--- src/npsc_cfg.svh ---
// Purpose: Constants for the network path state control block
// Assumes: Eight host lanes, eight media lanes, one path per lowest host lane
// Notes:   Timing counts are in management clock cycles
`ifndef NPSC_CFG_SVH
`define NPSC_CFG_SVH
`define NPSC_LANES        8
`define NPSC_LANE_W       3
`define NPSC_CNT_W        4
`define NPSC_CLK_MHZ      10
`define NPSC_INIT_TIME_US 2
`define NPSC_INIT_CYC     ((`NPSC_INIT_TIME_US * `NPSC_CLK_MHZ) > 0 ? (`NPSC_INIT_TIME_US * `NPSC_CLK_MHZ) : 1)
`define NPSC_ST_W         5
`endif

--- src/npsc_pkg.sv ---
// Purpose: Types for the network path state control block
// Assumes: Constants come from npsc_cfg.svh
// Notes:   Path state codes are one-hot
`include "npsc_cfg.svh"
package npsc_pkg;
	typedef enum logic [`NPSC_ST_W-1:0] {
		NPSC_ABSENT  = 5'b0_0001,
		NPSC_INACT   = 5'b0_0010,
		NPSC_INIT    = 5'b0_0100,
		NPSC_READY   = 5'b0_1000,
		NPSC_DEINIT  = 5'b1_0000
	} npsc_path_st_t;
	typedef enum logic [3:0] {
		NPSC_MOD_RESETTING = 4'b0001,
		NPSC_MOD_MGMT_INIT = 4'b0010,
		NPSC_MOD_LOW_POWER = 4'b0100,
		NPSC_MOD_READY     = 4'b1000
	} npsc_mod_st_t;
	typedef struct packed {
		logic [`NPSC_LANE_W-1:0] first_media;
		logic [`NPSC_CNT_W-1:0]  media_count;
		logic [`NPSC_CNT_W-1:0]  host_count;
		logic                    defined;
	} npsc_path_cfg_t;
	typedef struct packed {
		logic [`NPSC_LANES-1:0] lane_path_membership;
		logic [`NPSC_LANES-1:0] path_deinit_control;
		logic [`NPSC_LANES-1:0] media_lane_out_disable;
		logic [`NPSC_LANES-1:0] media_lane_squelch_force;
	} npsc_lane_ctl_t;
endpackage : npsc_pkg

--- src/npsc_top.sv ---
// Purpose: Network path state machines, one per possible path identifier
// Assumes: Control bits arrive synchronous to the management clock
// Notes:   Resource completion comes from the datapath as a per-path level
`include "npsc_cfg.svh"
module npsc_top (
	input  wire logic                    i_sys_clk,       // Management clock
	input  wire logic                    i_resetn,        // Async reset, low
	input  wire npsc_pkg::npsc_mod_st_t  i_module_state,  // Module state machine
	input  wire logic                    i_cfg_update,    // Active config rewritten
	input  wire npsc_pkg::npsc_path_cfg_t i_path_cfg [`NPSC_LANES], // Per path config
	input  wire npsc_pkg::npsc_lane_ctl_t i_lane_ctl,     // Lane control bits
	input  wire logic [`NPSC_LANES-1:0]  i_res_done,      // Path resources done
	input  wire logic [`NPSC_LANES-1:0]  i_flag_clear,    // Flag clear per lane
	output logic [`NPSC_LANES-1:0]       o_path_exists,   // Machine present
	output logic [`NPSC_ST_W-1:0]        o_lane_state [`NPSC_LANES], // State per lane
	output logic [`NPSC_LANES-1:0]       o_path_state_change_flag, // Sticky flag
	output logic [`NPSC_LANES-1:0]       o_path_powered   // Path resources powered
);
	npsc_pkg::npsc_path_st_t st_q [`NPSC_LANES];
	npsc_pkg::npsc_path_st_t st_d [`NPSC_LANES];
	logic [`NPSC_LANES-1:0]  deact;
	logic [`NPSC_LANES-1:0]  in_use;
	logic [`NPSC_LANES-1:0]  defined;
	logic [`NPSC_LANES-1:0]  entered_steady;
	logic [`NPSC_LANES-1:0]  lane_owner_chg;
	logic [`NPSC_LANE_W-1:0] owner [`NPSC_LANES];
	logic                    resetting;
	logic                    mod_ready;
	logic                    cfg_window;

	assign resetting  = i_module_state == npsc_pkg::NPSC_MOD_RESETTING;
	assign mod_ready  = i_module_state == npsc_pkg::NPSC_MOD_READY;
	assign cfg_window = (i_module_state == npsc_pkg::NPSC_MOD_LOW_POWER) | mod_ready;

	// One term block per possible path identifier
	for (genvar p = 0; p < `NPSC_LANES; p++) begin : g_path
		npsc_terms u_terms (
			.i_first_host (`NPSC_LANE_W'(p)),
			.i_cfg        (i_path_cfg[p]),
			.i_ctl        (i_lane_ctl),
			.o_in_use     (in_use[p]),
			.o_deactivate (deact[p])
		);
		assign defined[p] = i_path_cfg[p].defined & in_use[p];
	end

	always_comb begin
		for (int p = 0; p < `NPSC_LANES; p++) begin
			st_d[p] = st_q[p];
			unique case (st_q[p])
				npsc_pkg::NPSC_ABSENT: begin
					if ((i_module_state == npsc_pkg::NPSC_MOD_MGMT_INIT) && defined[p]) begin
						st_d[p] = npsc_pkg::NPSC_INACT;
					end else if (cfg_window && i_cfg_update && defined[p]) begin
						st_d[p] = npsc_pkg::NPSC_INACT;
					end
				end
				npsc_pkg::NPSC_INACT: begin
					if (mod_ready && !deact[p]) begin
						st_d[p] = npsc_pkg::NPSC_INIT;
					end
				end
				npsc_pkg::NPSC_INIT: begin
					if (deact[p]) begin
						st_d[p] = npsc_pkg::NPSC_DEINIT;
					end else if (i_res_done[p]) begin
						st_d[p] = npsc_pkg::NPSC_READY;
					end
				end
				npsc_pkg::NPSC_READY: begin
					if (deact[p] || !mod_ready) begin
						st_d[p] = npsc_pkg::NPSC_DEINIT;
					end
				end
				npsc_pkg::NPSC_DEINIT: begin
					if (i_res_done[p]) begin
						st_d[p] = npsc_pkg::NPSC_INACT;
					end
				end
			endcase
			// Teardown of paths no longer defined; overrides any transition in the case above
			if (st_q[p] != npsc_pkg::NPSC_ABSENT && cfg_window && i_cfg_update && !defined[p]) begin
				st_d[p] = npsc_pkg::NPSC_ABSENT;
			end
		end
	end

	// Each machine updates only from its own terms
	always_ff @(posedge i_sys_clk or negedge i_resetn) begin
		if (!i_resetn) begin
			for (int p = 0; p < `NPSC_LANES; p++) begin
				st_q[p] <= npsc_pkg::NPSC_ABSENT;
			end
		end else begin
			for (int p = 0; p < `NPSC_LANES; p++) begin
				if (resetting) begin
					st_q[p] <= npsc_pkg::NPSC_ABSENT;
				end else begin
					st_q[p] <= st_d[p];
				end
			end
		end
	end

	// Power down while resetting; machines are then gone
	always_ff @(posedge i_sys_clk or negedge i_resetn) begin
		if (!i_resetn) begin
			o_path_powered <= '0;
		end else begin
			for (int p = 0; p < `NPSC_LANES; p++) begin
				o_path_powered[p] <= !resetting && (st_q[p] == npsc_pkg::NPSC_READY
					|| st_q[p] == npsc_pkg::NPSC_INIT);
			end
		end
	end

	// Lane owner is the highest present path id whose host lanes cover the lane, else path 0
	always_comb begin
		for (int l = 0; l < `NPSC_LANES; l++) begin
			owner[l] = '0;
			for (int p = 0; p <= l; p++) begin
				if (st_q[p] != npsc_pkg::NPSC_ABSENT
					&& l < p + int'(i_path_cfg[p].host_count)) begin
					owner[l] = `NPSC_LANE_W'(p);
				end
			end
		end
	end

	for (genvar p = 0; p < `NPSC_LANES; p++) begin : g_steady
		assign entered_steady[p] = (st_d[p] != st_q[p]) && !resetting
			&& (st_d[p] == npsc_pkg::NPSC_READY || st_d[p] == npsc_pkg::NPSC_INACT);
	end

	always_comb begin
		for (int l = 0; l < `NPSC_LANES; l++) begin
			lane_owner_chg[l] = entered_steady[owner[l]]
				&& st_q[owner[l]] != npsc_pkg::NPSC_ABSENT
				&& l < int'(owner[l]) + int'(i_path_cfg[owner[l]].host_count);
		end
	end

	// Set wins over a same-cycle clear
	always_ff @(posedge i_sys_clk or negedge i_resetn) begin
		if (!i_resetn) begin
			o_path_state_change_flag <= '0;
		end else begin
			o_path_state_change_flag <= (o_path_state_change_flag & ~i_flag_clear)
				| lane_owner_chg;
		end
	end

	// Same code on every lane of the path
	always_ff @(posedge i_sys_clk or negedge i_resetn) begin
		if (!i_resetn) begin
			for (int l = 0; l < `NPSC_LANES; l++) begin
				o_lane_state[l] <= `NPSC_ST_W'(npsc_pkg::NPSC_ABSENT);
			end
			o_path_exists <= '0;
		end else begin
			for (int l = 0; l < `NPSC_LANES; l++) begin
				o_lane_state[l] <= st_q[owner[l]];
				o_path_exists[l] <= st_q[l] != npsc_pkg::NPSC_ABSENT;
			end
		end
	end

	AST_RESET_CLEARS: assert property (@(posedge i_sys_clk) disable iff (!i_resetn)
		resetting |=> st_q[0] == npsc_pkg::NPSC_ABSENT && st_q[7] == npsc_pkg::NPSC_ABSENT)
		else $error("Path machine survived resetting");
	AST_STAY_INACT: assert property (@(posedge i_sys_clk) disable iff (!i_resetn)
		(st_q[0] == npsc_pkg::NPSC_INACT && !mod_ready && !resetting && !i_cfg_update)
		|=> st_q[0] == npsc_pkg::NPSC_INACT)
		else $error("Path left inactive before module ready");
	AST_DEACT_HOLD: assert property (@(posedge i_sys_clk) disable iff (!i_resetn)
		(st_q[0] == npsc_pkg::NPSC_READY && deact[0] && !resetting && !i_cfg_update)
		|=> st_q[0] == npsc_pkg::NPSC_DEINIT)
		else $error("Deactivate ignored in ready");
	AST_WAIT_DONE: assert property (@(posedge i_sys_clk) disable iff (!i_resetn)
		(st_q[0] == npsc_pkg::NPSC_INIT && !i_res_done[0] && !deact[0] && !resetting
		&& !i_cfg_update) |=> st_q[0] == npsc_pkg::NPSC_INIT)
		else $error("State reported before resources done");
	AST_FLAG_STICKY: assert property (@(posedge i_sys_clk) disable iff (!i_resetn)
		(o_path_state_change_flag[0] && !i_flag_clear[0]) |=> o_path_state_change_flag[0])
		else $error("Flag dropped without clear");
	AST_CREATE_INIT: assert property (@(posedge i_sys_clk) disable iff (!i_resetn)
		(st_q[0] == npsc_pkg::NPSC_ABSENT && i_module_state == npsc_pkg::NPSC_MOD_MGMT_INIT
		&& defined[0]) |=> st_q[0] == npsc_pkg::NPSC_INACT)
		else $error("Default path not created");
	AST_TEARDOWN: assert property (@(posedge i_sys_clk) disable iff (!i_resetn)
		(cfg_window && i_cfg_update && !defined[4]) |=> st_q[4] == npsc_pkg::NPSC_ABSENT)
		else $error("Undefined path not torn down");
	// Path 4 is the one the bench tears down, squelches and recreates
	AST_DEACT_BLOCKS: assert property (@(posedge i_sys_clk) disable iff (!i_resetn)
		(st_q[4] == npsc_pkg::NPSC_INACT && deact[4] && !resetting && !i_cfg_update)
		|=> st_q[4] == npsc_pkg::NPSC_INACT)
		else $error("Path left inactive while deactivated");
	AST_FLAG_SET_WINS: assert property (@(posedge i_sys_clk) disable iff (!i_resetn)
		lane_owner_chg[4] |=> o_path_state_change_flag[4])
		else $error("State change flag not set");
	AST_POWER_OFF: assert property (@(posedge i_sys_clk) disable iff (!i_resetn)
		resetting |=> o_path_powered == '0)
		else $error("Path still powered while resetting");
	AST_LANE_MIRROR: assert property (@(posedge i_sys_clk) disable iff (!i_resetn)
		owner[1] == 3'h0 |=> o_lane_state[1] == $past(st_q[0]))
		else $error("Lane state differs from path state");
endmodule : npsc_top

--- src/npsc_terms.sv ---
// Purpose: Combinational terms feeding one network path state machine
// Assumes: Lane ranges never wrap past the last lane
// Notes:   Pure logic, evaluated every cycle
`include "npsc_cfg.svh"
module npsc_terms (
	input  wire logic [`NPSC_LANE_W-1:0] i_first_host,   // First host lane of path
	input  wire npsc_pkg::npsc_path_cfg_t i_cfg,        // Path configuration
	input  wire npsc_pkg::npsc_lane_ctl_t i_ctl,        // Lane control bits
	output logic                         o_in_use,       // Path in use term
	output logic                         o_deactivate    // Deactivate signal
);
	// Lane window mask from first lane and count
	function automatic logic [`NPSC_LANES-1:0] npsc_mask(
		input logic [`NPSC_LANE_W-1:0] first,
		input logic [`NPSC_CNT_W-1:0]  count
	);
		logic [`NPSC_LANES-1:0] m;
		m = '0;
		for (int k = 0; k < `NPSC_LANES; k++) begin
			if (k >= int'(first) && k < int'(first) + int'(count)) begin
				m[k] = 1'b1;
			end
		end
		return m;
	endfunction : npsc_mask

	logic [`NPSC_LANES-1:0] host_mask;
	logic [`NPSC_LANES-1:0] media_mask;
	logic                   deinit_sig;
	logic                   tx_off;
	logic                   tx_squelch;

	assign host_mask  = npsc_mask(i_first_host, i_cfg.host_count);
	assign media_mask = npsc_mask(i_cfg.first_media, i_cfg.media_count);
	assign o_in_use   = |(i_ctl.lane_path_membership & host_mask);
	assign deinit_sig = |(i_ctl.path_deinit_control & host_mask);
	assign tx_off     = |(i_ctl.media_lane_out_disable & media_mask);
	assign tx_squelch = |(i_ctl.media_lane_squelch_force & media_mask);
	assign o_deactivate = deinit_sig | tx_off | tx_squelch;
endmodule : npsc_terms

--- config.mk ---
export PLATFORM = sky130hd
export DESIGN_NAME = npsc_top
export DESIGN_NICKNAME = d
export VERILOG_FILES = /design/src/npsc_pkg.sv /design/src/npsc_top.sv /design/src/npsc_terms.sv
export VERILOG_INCLUDE_DIRS = /design/src
export SDC_FILE = /design/constraint.sdc
export NUM_CORES = 1
export LEC_CHECK = 0
export CORE_MARGIN = 2
export CORE_UTILIZATION = 30
export CTS_BUF_LIST = sky130_fd_sc_hd__clkbuf_8
export CTS_CLUSTER_SIZE = 8
export DETAILED_ROUTE_END_ITERATION = 12
export DONT_BUFFER_PORTS = 1
export SYNTH_ARGS = -nofsm -noshare
export SYNTH_HDL_FRONTEND = slang
export SYNTH_SLANG_ARGS = --single-unit
--- constraint.sdc ---
create_clock -name i_sys_clk -period 4.11 [get_ports i_sys_clk]
set_input_delay 0.822 -clock i_sys_clk [delete_from_list [all_inputs] [get_ports i_sys_clk]]
set_output_delay 0.822 -clock i_sys_clk [all_outputs]
set_load 0.005 [all_outputs]
After elaboration in Yosys (flattened, before gate mapping). Cells that the tools add are included.

Word-level logic and storage cells: 879. Bits of input ports: 151. Register bits: 104. Output and inout port bits: 64.

Equal/unequal tests: 83. Bitwise logic cells: 67. $add $sub $neg: 22. Reduce and logical (&&, ||, !) cells: 247. Mux-type cells: 264. Order comparisons: 177.

Operators with widths (number): < comparator 4 x 32 -> 1 bit, first input constant (50); < comparator 3 x 32 -> 1 bit, first input constant (17); 2-to-1 mux 5 bit (100); bitwise AND 8 bit (33); OR reduction 8 bit (32); binary-select mux 12 bit (select 3 bit) (7); < comparator 2 x 32 -> 1 bit, first input constant (7); one-hot mux 5 bit (5 select lines) (8); < comparator 1 x 32 -> 1 bit, first input constant (6); logical AND 1 bit (173); 2-to-1 mux 1 bit (114); binary-select mux 5 bit (select 3 bit) (7); == test 5 x 2 -> 1 bit, second input constant (16); == test 5 x 4 -> 1 bit, second input constant (16); adder 3 x 4 -> 5 bit (15); inequality test 5 x 1 -> 1 bit, second input constant (15); >= comparator 3 bit, first input constant (24); 2-to-1 mux 3 bit (21); >= comparator 1 x 3 -> 1 bit, first input constant (16); >= comparator 2 x 3 -> 1 bit, first input constant (16); == test 5 x 1 -> 1 bit, second input constant (8); == test 5 x 3 -> 1 bit, second input constant (8); == test 5 bit, second input constant (8); < comparator 3 x 5 -> 1 bit, first input constant (8); 23 further kinds (135).

Logic depth before layout (Yosys ltp). Gate-level depths: netlist (run 1).

Word-level depth: 21. Mapped depth: 23. Gate-level depth less buffers: 20.

Modules after synthesis. Synthesis (run 1) repeated with hierarchy kept, for this count alone.

Cell total of the unflattened synthesis: 2019. Area, all modules: 15099.5 µm².

By module, submodules not included: npsc_top (cells an instance 1295, seq. area each 2622.5 µm², area each 10134.7 µm², instances 1); npsc_terms at g_path[4].u_terms ... (cells an instance 92, seq. area each 0.0 µm², area each 624.3 µm², instances 4); npsc_terms at g_path[0].u_terms ... (cells an instance 89, seq. area each 0.0 µm², area each 616.8 µm², instances 4).

Least setup slack after synthesis (run 1). Ideal clock, no wire load.

Path kind: input port to flip-flop. Start point: in i_path_cfg[50] in the netlist's numbering. End point: reg o_path_state_change_flag[6]. Arrival: 4.701 ns. Setup slack: -0.722 ns. Library setup time: 0.131 ns. Required time: 3.979 ns. Cell stages on the path: 23. Buffers on the path: 3. Path through: clkbuf_8 > inv_1 > ha_1 > buf_6 > or3_2 > a21oi_1 > nor2_1 > a31oi_1 > o21ai_2 > nand2_1 > inv_1 > buf_2 > o211ai_1 > o21ai_0 > o21ai_0 > ha_1 > fa_1 > nand2_1 > a21oi_1 > or3b_1 > a31o_1 > o41ai_1 > o31ai_1.

Word-level cells in the longest chain between the ends: 20. Elaborated cells between the ends (all ways): 58. Those cells by class: 2 x add/sub; 6 x order compare; 4 x eq/ne; 24 x mux; 7 x bitwise; 15 x reduce/logical.

RTL lines: from (decl) (line npsc_top.sv:10) `` input wire npsc_pkg::npsc_path_cfg_t i_path_cfg [`NPSC_LANES], ``; adder 2 x 4 -> 5 bit; < comparator 3 x 32 -> 1 bit, or another cell as far along (line npsc_terms.sv:20) `if (k >= int'(first) && k < int'(first) + int'(count)) begin`; 2-to-1 mux 1 bit (line npsc_terms.sv:20); bitwise AND 8 bit (line npsc_terms.sv:36) `assign deinit_sig = |(i_ctl.path_deinit_control & host_mask);`; OR reduction 8 bit (line npsc_terms.sv:36); OR 1 bit (2 in a row) (line npsc_terms.sv:39) `assign o_deactivate = deinit_sig | tx_off | tx_squelch;`; logical NOT 1 bit (line npsc_top.sv:59) `if (mod_ready && !deact[p]) begin`; logical AND 1 bit (line npsc_top.sv:59); [... 3 more ...]; inequality test 5 bit, or another cell as far along (line npsc_top.sv:131) `assign entered_steady[p] = (st_d[p] != st_q[p]) && !resetting`; logical AND 1 bit or logical OR 1 bit (tied branches) (line npsc_top.sv:131, npsc_top.sv:132); logical AND 1 bit (line npsc_top.sv:132) `&& (st_d[p] == npsc_pkg::NPSC_READY || st_d[p] == npsc_pkg::NPSC_INACT);`; binary-select mux 1 bit (select 3 bit) (line npsc_top.sv:137) `lane_owner_chg[l] = entered_steady[owner[l]]`; 2-to-1 mux 1 bit (implied by the code) (line npsc_top.sv:137); logical AND 1 bit (line npsc_top.sv:138) `&& st_q[owner[l]] != npsc_pkg::NPSC_ABSENT`; logical AND 1 bit (*) (line npsc_top.sv:139) `&& l < int'(owner[l]) + int'(i_path_cfg[owner[l]].host_count);`; OR 8 bit (*) (line npsc_top.sv:149) `| lane_owner_chg;`; to (signal assigned) (line npsc_top.sv:148) `o_path_state_change_flag <= (o_path_state_change_flag & ~i_flag_clear)`; to (decl) (line npsc_top.sv:16) `` output logic [`NPSC_LANES-1:0] o_path_state_change_flag, ``.

Every way passes the cells marked *; elsewhere a longest branch is shown, timed or not. The select of a mux whose other input is x is not followed.

Worst setup path after layout (run 1).
Start point: in i_path_cfg[41] in the netlist's numbering. End point: reg o_path_state_change_flag[7].

Word-level cells in the longest chain between the ends: 21. Elaborated cells between the ends (all ways): 49. Those cells by class: 1 x add/sub; 8 x order compare; 3 x eq/ne; 15 x mux; 5 x bitwise; 17 x reduce/logical.

RTL lines: adder 3 x 4 -> 5 bit (*) (line npsc_terms.sv:20); < comparator 1 x 32 -> 1 bit, or another cell as far along (line npsc_terms.sv:20); logical AND 1 bit (line npsc_terms.sv:20); 2-to-1 mux 1 bit (line npsc_terms.sv:20); bitwise AND 8 bit (line npsc_terms.sv:37) `assign tx_off = |(i_ctl.media_lane_out_disable & media_mask);`; OR reduction 8 bit (line npsc_terms.sv:37); OR 1 bit (line npsc_terms.sv:39); OR 1 bit (*) (line npsc_terms.sv:39); [... 5 more ...]; inequality test 5 bit, or another cell as far along (line npsc_top.sv:131); logical AND 1 bit or logical OR 1 bit (tied branches) (line npsc_top.sv:131, npsc_top.sv:132); logical AND 1 bit (*) (line npsc_top.sv:132); binary-select mux 1 bit (select 3 bit) (*) (line npsc_top.sv:137); 2-to-1 mux 1 bit (implied by the code) (*) (line npsc_top.sv:137); logical AND 1 bit (*) (line npsc_top.sv:138); logical AND 1 bit (*) (line npsc_top.sv:139); OR 8 bit (*) (line npsc_top.sv:149).

Marked as above.

==> results of run 1 <==
## power by group through the flow
stage,combinational (mW),clock [mW],sequential [mW]
floorplan,3.71,0,1.49
global placement,5.58,0,1.57
detailed placement,5.65,0,1.57
CTS,5.68,0.797,1.55
global route,6.25,0.836,1.58
finish,5.83,0.768,1.55
## worst paths after layout
path                            slack (ns)                     endpoint  depth (start not counted)
worst max-delay path                  0.15  o_path_state_change_flag[7]                         14
worst min-delay path                  0.06            o_path_powered[2]                          0
worst max register to register        0.15  o_path_state_change_flag[6]                         18
worst min register to register        0.55             o_lane_state[35]                          0
max in group asynchronous             3.77             o_lane_state[10]                          0
min in group i_sys_clk                0.45  o_path_state_change_flag[1]                          1
## kinds of logic after synthesis
group	count (synthesis)	share of synthesized area, %
DFF	104	20.2
xor gates and xnor gates	21	1.42
adders and majority gates	58	6.28
AOI/OAI and AO/OA	616	32.8
and+or+nand+nor	708	27.4
muxes	71	5.93
buffers and inverters	182	5.97
## cell type report
type / count / area [um2]
Fill cell: 4468 / 27500
Multi-Input combinational cell: 1474 / 9760
Sequential cell: 104 / 2620
Timing Repair Buffer: 236 / 1800
Tap cell: 585 / 732
Inverter: 66 / 255
Clock buffer: 9 / 124
Clock inverter: 7 / 97.6
Antenna cell: 3 / 7.51
## Yosys cell counts (14+ instances only)
cell type  instances
dfrtp_1           88
and3_1            18
or3_1             18
nand2_1          188
and2_1            25
or2_2             19
a211oi_1          26
mux2_2            27
nand2b_1          21
a22oi_1           14
nor4_1            16
a31oi_1           25
o211ai_1          40
nand3_1           55
ha_1              46
dfstp_2           16
nor2b_1           31
o21ai_0          141
o31ai_1           15
inv_1             60
nor3_1            51
clkbuf_1          89
a21oi_1          110
mux2i_1           42
a21o_1            28
o22ai_1           28
nor2_1           181
## routing by layer
layer	vias up	track usage, %	share of wire [%]
met5	-	0	0.042
met4	4	13.7	5.1
met3	174	7.73	11
met2	853	40.5	43
met1	7154	32.9	41
li1	6899	-	-
## flip-flops by register name, summed over array words and instances, names as in the netlist
name,cells
o_lane_state,40
st_q,40
o_path_state_change_flag,8
o_path_exists,8
o_path_powered,8
## metrics by stage
step | hold WS (ns) | setup WS [ns]
floorplan | 0.352 | -0.168
global placement | 0.518 | -0.323
detailed placement | 0.519 | -0.356
CTS | 0.0177 | 0.0338
global route | 0.0209 | -0.0538
finish | 0.0571 | 0.146
## repair_timing
item | CTS | global route
setup endpoints to repair | 0 | 5
gates resized for setup | 0 | 11
setup buffers | 0 | 1
## critical path: stages
cell and delay (ns):
ha_1 0.20, fa_1 0.42, or4_1 0.54, o41a_1 0.14
a2111oi_1 0.38, o2111ai_1 0.18, buf_4 0.19, o31a_1 0.33
o21bai_1 0.20, a221oi_2 0.08, buf_4 0.18, o32a_1 0.29
a2bb2oi_1 0.14, a32o_1 0.24
==> flow_metrics.env, run 1 <==
export IMPL_clk_insertion_delay_late_ns=0.45
export IMPL_track_usage_pct=26.2
export IMPL_synthFlopType="dfrtp_1"
export IMPL_status="finished clean"
export IMPL_pwr_share_seq_pct=19.0
export IMPL_ir_drop_uv=208
export IMPL_place_congestion=1.01
export IMPL_clockBufferDepth=2
export IMPL_crit_start="i_path_cfg[41]"
export IMPL_crit_fanout=4
export IMPL_r2r_start="st_q[15]"
export IMPL_synth_nets=1969
export IMPL_fin_nets=2100
export IMPL_async_flop_share_pct=100
export IMPL_place_port_buffers=0
export IMPL_ys_types=111
export IMPL_drt_iter0_drc=1456
export IMPL_tns_ns=0
export IMPL_switchingPower_mw=4.02
export IMPL_final_cells=2484
export IMPL_fin_skew_ns=0.0216
export IMPL_p_clk_share_pct=9.4
export IMPL_period_share_pct=96.5
export IMPL_final_max_slew_viol_count=0
export IMPL_hold_buffers=0
export IMPL_synth_top_area_share_pct=17.0
export IMPL_first_pass_iters=6
export IMPL_dieArea_um2=45000
export IMPL_timing_final_crit_period_ns=3.96
export IMPL_max_slew_margin_pct=37.9
export IMPL_endpoint_kind="flop"
export IMPL_start_util_pct=30.3
export IMPL_cts_made_buffers=9
export IMPL_clockRootBuffer="clkbuf_8"
export IMPL_layout_common_cells="buf_4 (234), nand2_1 (187), nor2_1 (177), o21ai_0 (135), a21oi_1 (107)"
export IMPL_rsz0062_at_grt="true"
export IMPL_p_int_mw=4.12
export IMPL_die_height_um=212
export IMPL_synthToLayoutAreaGrowth_pct=18.6
export IMPL_fmax_ghz=0.252
export IMPL_dp_cells=2464
export IMPL_hold_class="in -> async"
export IMPL_drc_errors=0
export IMPL_avgSynthCellArea_um2=7.38
export IMPL_max_cap_violations=0
export IMPL_die_w_um=212
export IMPL_p_sw_share_pct=49.4
export IMPL_antenna_found_initial=2
export IMPL_ys_seq_area_share_pct=20.2
export IMPL_drive_above_1_share_pct=20.7
export IMPL_worstMarginPinSlew_ns=0.923
export IMPL_totalWireLength_mm=59.4
export IMPL_post_dp_cell_area_um2=15100
export IMPL_ios=215
export IMPL_grt_pass1_wl_mm=89.2
export IMPL_fp_row_count=76
export IMPL_wl_per_cell_um=23.9
export IMPL_synth_area_leaders="dfrtp_1 (17%), o21ai_0 (5.4%), nand2_1 (5.4%)"
export IMPL_ant_nets=0
export IMPL_setup_viol=0
export IMPL_postSynthCellCount=1760
export IMPL_fin_util_pct=35.9
export IMPL_cts_tree="done"
export IMPL_cellLeakagePower_nw=6.49
export IMPL_grt_max_degree=105
export IMPL_powerDensity_nw_per_um2=529
export IMPL_worstPathArrival_ns=4.31
export IMPL_dp_hpwl_mm=47.9
export IMPL_cts_sinks=104
export IMPL_grt_pass1_vias=14400
export IMPL_path_clk_slew_ns=0.13
export IMPL_cp_start_kind="input pin"
export IMPL_required_ns=4.46
export IMPL_critPathKind="in -> reg"
export IMPL_fp_coreArea_um2=42900
export IMPL_vias_per_cell=6.07
export IMPL_grt_overflow_total=0
export IMPL_pwr_share_comb_pct=71.6
export IMPL_final_common_cell="buf_4"
export IMPL_h_tree_depth=3
export IMPL_yosys_area_top_type="dfrtp_1"
export IMPL_hold_viol_final=0
export IMPL_synth_seq_cells=104
export IMPL_vias=15100
export IMPL_synth_cell_area_um2=13000
export IMPL_synth_yosys_warnings=0
export IMPL_stdcell_area_um2=15400
export IMPL_synth_edff_count=0
export IMPL_p_total_mw=8.15
(Power assumes the default switching activity.)
==> run 2: changes to the inputs <==
Clock period 4.11 ns to 4.97 ns, I/O delays scaled along.
==> run 2 against run 1 <==
Final cell count fell by 6.3%. Global-route usage fell by 0.30 points. Clock skew rose by 0.0094 ns. First-iteration DRC count rose by 22%. Critical path depth rose by 3. Die area did not move. Combinational power fell by 29%.
==> flow_metrics.env, run 2 (same netlist as run 1, synthesis figures left out) <==
export IMPL_status="finished clean"
export IMPL_dieArea_um2=45000
export IMPL_vias=14700
export IMPL_layout_common_cells="nand2_1 (188), nor2_1 (180), o21ai_0 (141), a21oi_1 (110), dfrtp_1 (88)"
export IMPL_final_max_slew_viol_count=0
export IMPL_cts_resized=0
export IMPL_track_usage_pct=25.9
export IMPL_ios=215
export IMPL_required_ns=5.30
export IMPL_totalWireLength_mm=59.0
export IMPL_hold_class="in -> async"
export IMPL_setup_slack_ns=0.291
export IMPL_wl_per_cell_um=25.4
export IMPL_hold_buffers=0
export IMPL_fp_coreArea_um2=42900
export IMPL_cpMaxStageDelayCell="dfstp_2"
export IMPL_powerDensity_nw_per_um2=436
export IMPL_dp_cells=2311
export IMPL_path_cells="or4b_1 -> nor2_2 -> inv_2 -> o21ai_0 -> inv_1 -> nor2_1 -> inv_1 -> a221oi_1 -> nor3_1 -> ha_1 -> a21oi_1 -> nor2b_1 -> nand3_1 -> o21ai_0 -> nand2_1 -> o41ai_1 -> o32ai_1"
export IMPL_ant_nets=0
export IMPL_worstMarginPinSlew_ns=1.14
export IMPL_vias_per_cell=6.31
export IMPL_multi_input_area_um2=9610
export IMPL_max_cap_violations=0
export IMPL_cp_start_kind="flop"
export IMPL_worstSetupPathDepth=17
export IMPL_cellLeakagePower_nw=5.70
export IMPL_fin_nets=1946
export IMPL_r2r_end="o_path_state_change_flag[4]"
export IMPL_fp_row_count=76
export IMPL_cts_made_buffers=9
export IMPL_antenna_found_initial=4
export IMPL_clk_insertion_delay_late_ns=0.42
export IMPL_post_cts_buffers=0
export IMPL_reg2regPathDepth=17
export IMPL_fmax_ghz=0.214
export IMPL_die_height_um=212
export IMPL_drt_iter0_drc=1773
export IMPL_h_tree_depth=3
export IMPL_max_slew_margin_pct=22.9
export IMPL_synthToLayoutAreaGrowth_pct=8.07
export IMPL_period_share_pct=94.1
export IMPL_final_cells=2328
export IMPL_hold_slack_ns=0.256
export IMPL_rsz0062_at_grt="false"
export IMPL_final_common_cell="nand2_1"
export IMPL_endpoint_kind="flop"
export IMPL_nFillCells=4616
export IMPL_timing_final_crit_period_ns=4.68
export IMPL_cts_sinks=104
export IMPL_dp_hpwl_mm=46.4
export IMPL_drc_errors=0
export IMPL_regArea_um2=2620
export IMPL_reg_top3="o_lane_state: 40 flops, st_q: 40 flops"
export IMPL_crit_fanout=15
export IMPL_first_pass_iters=6
export IMPL_rrSetupSlack_ns=0.29
export IMPL_drive_above_1_share_pct=12.2
export IMPL_grt_pass1_wl_mm=88.2
export IMPL_slowest_delay_ns=0.76
export IMPL_critPathTopFamily="simple AND/OR/NAND/NOR gates"
export IMPL_grt_max_degree=105
export IMPL_critPathBufInv=3
export IMPL_worstPathArrival_ns=5.00
export IMPL_grt_overflow_total=0
export IMPL_die_w_um=212
export IMPL_crit_end="o_path_state_change_flag[4]"
export IMPL_fin_util_pct=32.7
export IMPL_hold_viol_final=0
export IMPL_path_clk_slew_ns=0.13
export IMPL_start_util_pct=30.3
export IMPL_crit_start="st_q[15]"
export IMPL_ir_drop_uv=157
export IMPL_place_congestion=1.01
export IMPL_clockRootBuffer="clkbuf_8"
export IMPL_place_port_buffers=0
export IMPL_clockBufferDepth=2
export IMPL_critPathKind="reg -> reg"
export IMPL_dp_worst_setup_slack_ns=0.137
export IMPL_fin_skew_ns=0.0310
export IMPL_grt_pass1_vias=13800
export IMPL_setup_viol=0
export IMPL_tns_ns=0
export IMPL_r2r_start="st_q[15]"
export IMPL_cts_tree="done"
run 2: worst min path at each step:
stage	from	to	slack [ns]
after floorplan	st_q[37]	o_lane_state[37]	0.35
after CTS	i_resetn	o_path_powered[2]	0.22
after detailed placement	o_path_state_change_flag[2]	o_path_state_change_flag[2]	0.52
after global placement	o_path_state_change_flag[2]	o_path_state_change_flag[2]	0.51
final	i_resetn	o_lane_state[26]	0.26
after global routing	i_resetn	o_lane_state[38]	0.24
run 2: per-layer routing:
metal	global-route usage, %	part of all wire (%)
met2	39.5	43
met3	7.21	12
met5	0	0.051
met1	33.7	40
met4	12.5	5.1
run 2: worst reg2reg max path, delay by kind of cell (launching register included):
family | cells | cell delay, ns
compound gates | 6 | 1.28
flops | 1 | 0.76
simple gates | 7 | 1.48
fa+ha+maj | 1 | 0.29
buf+inv | 3 | 0.79
run 2: area by class of cell:
type | instances | share of cell area (%)
multi-input cells | 1474 | 68.5
flip-flops and latches | 104 | 18.7
well taps | 585 | 5.22
repair buffers | 82 | 4.39
inverters | 66 | 1.77
clock buffers | 11 | 1.08
clock inverters | 5 | 0.330
diodes | 1 | 0.0178
run 2: metrics by stage:
step / total power [mW] / instance area (um2)
detailed placement: 5.43 / 13800
global placement: 5.37 / 13800
global route: 6.53 / 14000
CTS: 6.04 / 14000
finish: 6.12 / 14000
floorplan: 4.17 / 13000
run 2: power by group:
part	internal [mW]	switching, mW	leakage, nW
registers	1.12	0.276	1.33
logic	1.61	2.53	4.27
clock network	0.220	0.369	0.102
total	2.95	3.17	5.70
==> run 3: changes to the inputs <==
==> constraint.sdc (replaced) <==
create_clock -name i_sys_clk -period 4.97 [get_ports i_sys_clk]
set_input_delay 0.497 -clock i_sys_clk [delete_from_list [all_inputs] [get_ports i_sys_clk]]
set_output_delay 0.497 -clock i_sys_clk [all_outputs]
set_load 0.005 [all_outputs]
==> run 3 against run 2 <==
First-iteration DRC count grew 4.7%. Critical endpoint is now o_path_state_change_flag[6]. Count of clock-buffer cells in the layout fell by 2. Via count about the same. Largest power group unchanged. Critical path type unchanged.
==> flow_metrics.env, run 3 (same netlist as run 1, synthesis figures left out) <==
export IMPL_worstMarginPinSlew_ns=0.972
export IMPL_hold_slack_ns=0.143
export IMPL_final_common_cell="nand2_1"
export IMPL_crit_start="st_q[15]"
export IMPL_rsz0062_at_grt="false"
export IMPL_h_tree_depth=3
export IMPL_hold_class="in -> reg"
export IMPL_regArea_um2=2620
export IMPL_multi_input_area_um2=9600
export IMPL_synthToLayoutAreaGrowth_pct=7.55
export IMPL_switchingPower_mw=3.24
export IMPL_grt_pass1_wl_mm=89.4
export IMPL_cts_sinks=104
export IMPL_post_dp_cell_area_um2=13700
export IMPL_ir_drop_uv=148
export IMPL_fin_util_pct=32.6
export IMPL_clockBufferDepth=2
export IMPL_hold_depth=1
export IMPL_clockRootBuffer="clkbuf_8"
export IMPL_fp_row_count=76
export IMPL_ant_nets=0
export IMPL_grt_overflow_total=0
export IMPL_final_max_slew_viol_count=0
export IMPL_pwr_share_seq_pct=22.5
export IMPL_critPathKind="reg -> reg"
export IMPL_stdcell_area_um2=14000
export IMPL_dp_cells=2300
export IMPL_clk_insertion_delay_late_ns=0.44
export IMPL_antenna_found_initial=3
export IMPL_first_pass_iters=6
export IMPL_fmax_ghz=0.223
export IMPL_max_slew_margin_pct=35.1
export IMPL_start_util_pct=30.3
export IMPL_p_sw_share_pct=52.6
export IMPL_p_clk_share_pct=9.2
export IMPL_hp_start="i_flag_clear[1]"
export IMPL_reg_top3="o_lane_state: 40 flops, st_q: 40 flops"
export IMPL_crit_fanout=15
export IMPL_powerDensity_nw_per_um2=440
export IMPL_r2r_start="st_q[15]"
export IMPL_setup_viol=0
export IMPL_grt_pass1_vias=13700
export IMPL_cp_start_kind="flop"
export IMPL_cts_made_buffers=9
export IMPL_vias_per_cell=6.33
export IMPL_layout_common_cells="nand2_1 (188), nor2_1 (181), o21ai_0 (141), a21oi_1 (110), dfrtp_1 (88)"
export IMPL_nFillCells=4614
export IMPL_fin_skew_ns=0.0279
export IMPL_timing_final_crit_period_ns=4.48
export IMPL_p_total_mw=6.15
export IMPL_cellLeakagePower_nw=5.66
export IMPL_worstPathArrival_ns=4.79
export IMPL_totalWireLength_mm=59.9
export IMPL_wl_per_cell_um=25.8
export IMPL_path_clk_slew_ns=0.12
export IMPL_period_share_pct=90.1
export IMPL_die_w_um=212
export IMPL_place_port_buffers=0
export IMPL_grt_max_degree=105
export IMPL_vias=14700
export IMPL_dp_worst_setup_slack_ns=0.460
export IMPL_fp_coreArea_um2=42900
export IMPL_p_int_mw=2.91
export IMPL_drt_iter0_drc=1857
export IMPL_setup_slack_ns=0.491
export IMPL_fin_nets=1937
export IMPL_final_cells=2319
export IMPL_ios=215
export IMPL_drive_above_1_share_pct=11.5
export IMPL_drc_errors=0
export IMPL_die_height_um=212
export IMPL_cts_tree="done"
export IMPL_track_usage_pct=26.5
export IMPL_pwr_share_comb_pct=68.3
export IMPL_tns_ns=0
export IMPL_endpoint_kind="flop"
export IMPL_reg2regPathDepth=18
export IMPL_required_ns=5.28
export IMPL_max_cap_violations=0
export IMPL_status="finished clean"
export IMPL_dieArea_um2=45000
export IMPL_hold_viol_final=0
export IMPL_dp_hpwl_mm=47.1
export IMPL_place_congestion=1.01
## run 3: timing repair
| item | CTS | global route |
|---|---|---|
| hold buffers | 2 | 0 |
| endpoints found under the hold margin | 104 | 0 |
| buffers inserted | 0 | 0 |
| setup endpoints to repair | 0 | 0 |
| gates resized for setup | 0 | 0 |
## run 3: power by group through the flow
stage / registers (mW) / logic (mW) / clock network [mW]
after floorplan: 1.23 / 2.94 / 0
final: 1.38 / 4.20 / 0.564
after detailed placement: 1.40 / 4.06 / 0
after global placement: 1.40 / 4.03 / 0
after CTS: 1.39 / 4.10 / 0.594
after global routing: 1.42 / 4.54 / 0.620
## run 3: cell type report
type / instances / share of cell area [%]
Multi-Input combinational cell: 1474 / 68.8
Sequential cell: 104 / 18.8
Tap cell: 585 / 5.24
Timing Repair Buffer: 73 / 4.09
Inverter: 66 / 1.77
Clock buffer: 9 / 0.887
Clock inverter: 7 / 0.439
Antenna cell: 1 / 0.0179
## run 3: metal layers
metal | vias to the layer above | global-route usage (%) | wire (um)
met4 | 4 | 10.7 | 2580
met5 | - | 0 | 34
li1 | 6561 | - | -
met3 | 155 | 7.93 | 6910
met2 | 938 | 41.2 | 26300
met1 | 7027 | 34.1 | 24000
## run 3: final timing paths
kind	end	slack (ns)
max reg2reg	o_path_state_change_flag[6]	0.49
max in group asynchronous	st_q[7]	3.84
min	o_path_state_change_flag[1]	0.14
min in group asynchronous	o_path_powered[3]	0.65
max	o_path_state_change_flag[6]	0.49
min reg2reg	o_path_state_change_flag[2]	0.54
## run 3: critical path: stages, from the launching register on
cell,delay (ns)
dfstp_2,0.73
or4b_1,0.50
nor2_1,0.26
inv_2,0.15
and2_1,0.22
nor3_2,0.21
buf_4,0.22
nor3_1,0.06
a211oi_1,0.22
a311o_1,0.15
o21ai_0,0.09
ha_1,0.22
fa_1,0.43
nand2_1,0.08
a21oi_1,0.04
or3b_1,0.34
a31o_1,0.25
o41ai_1,0.07
o31ai_1,0.13
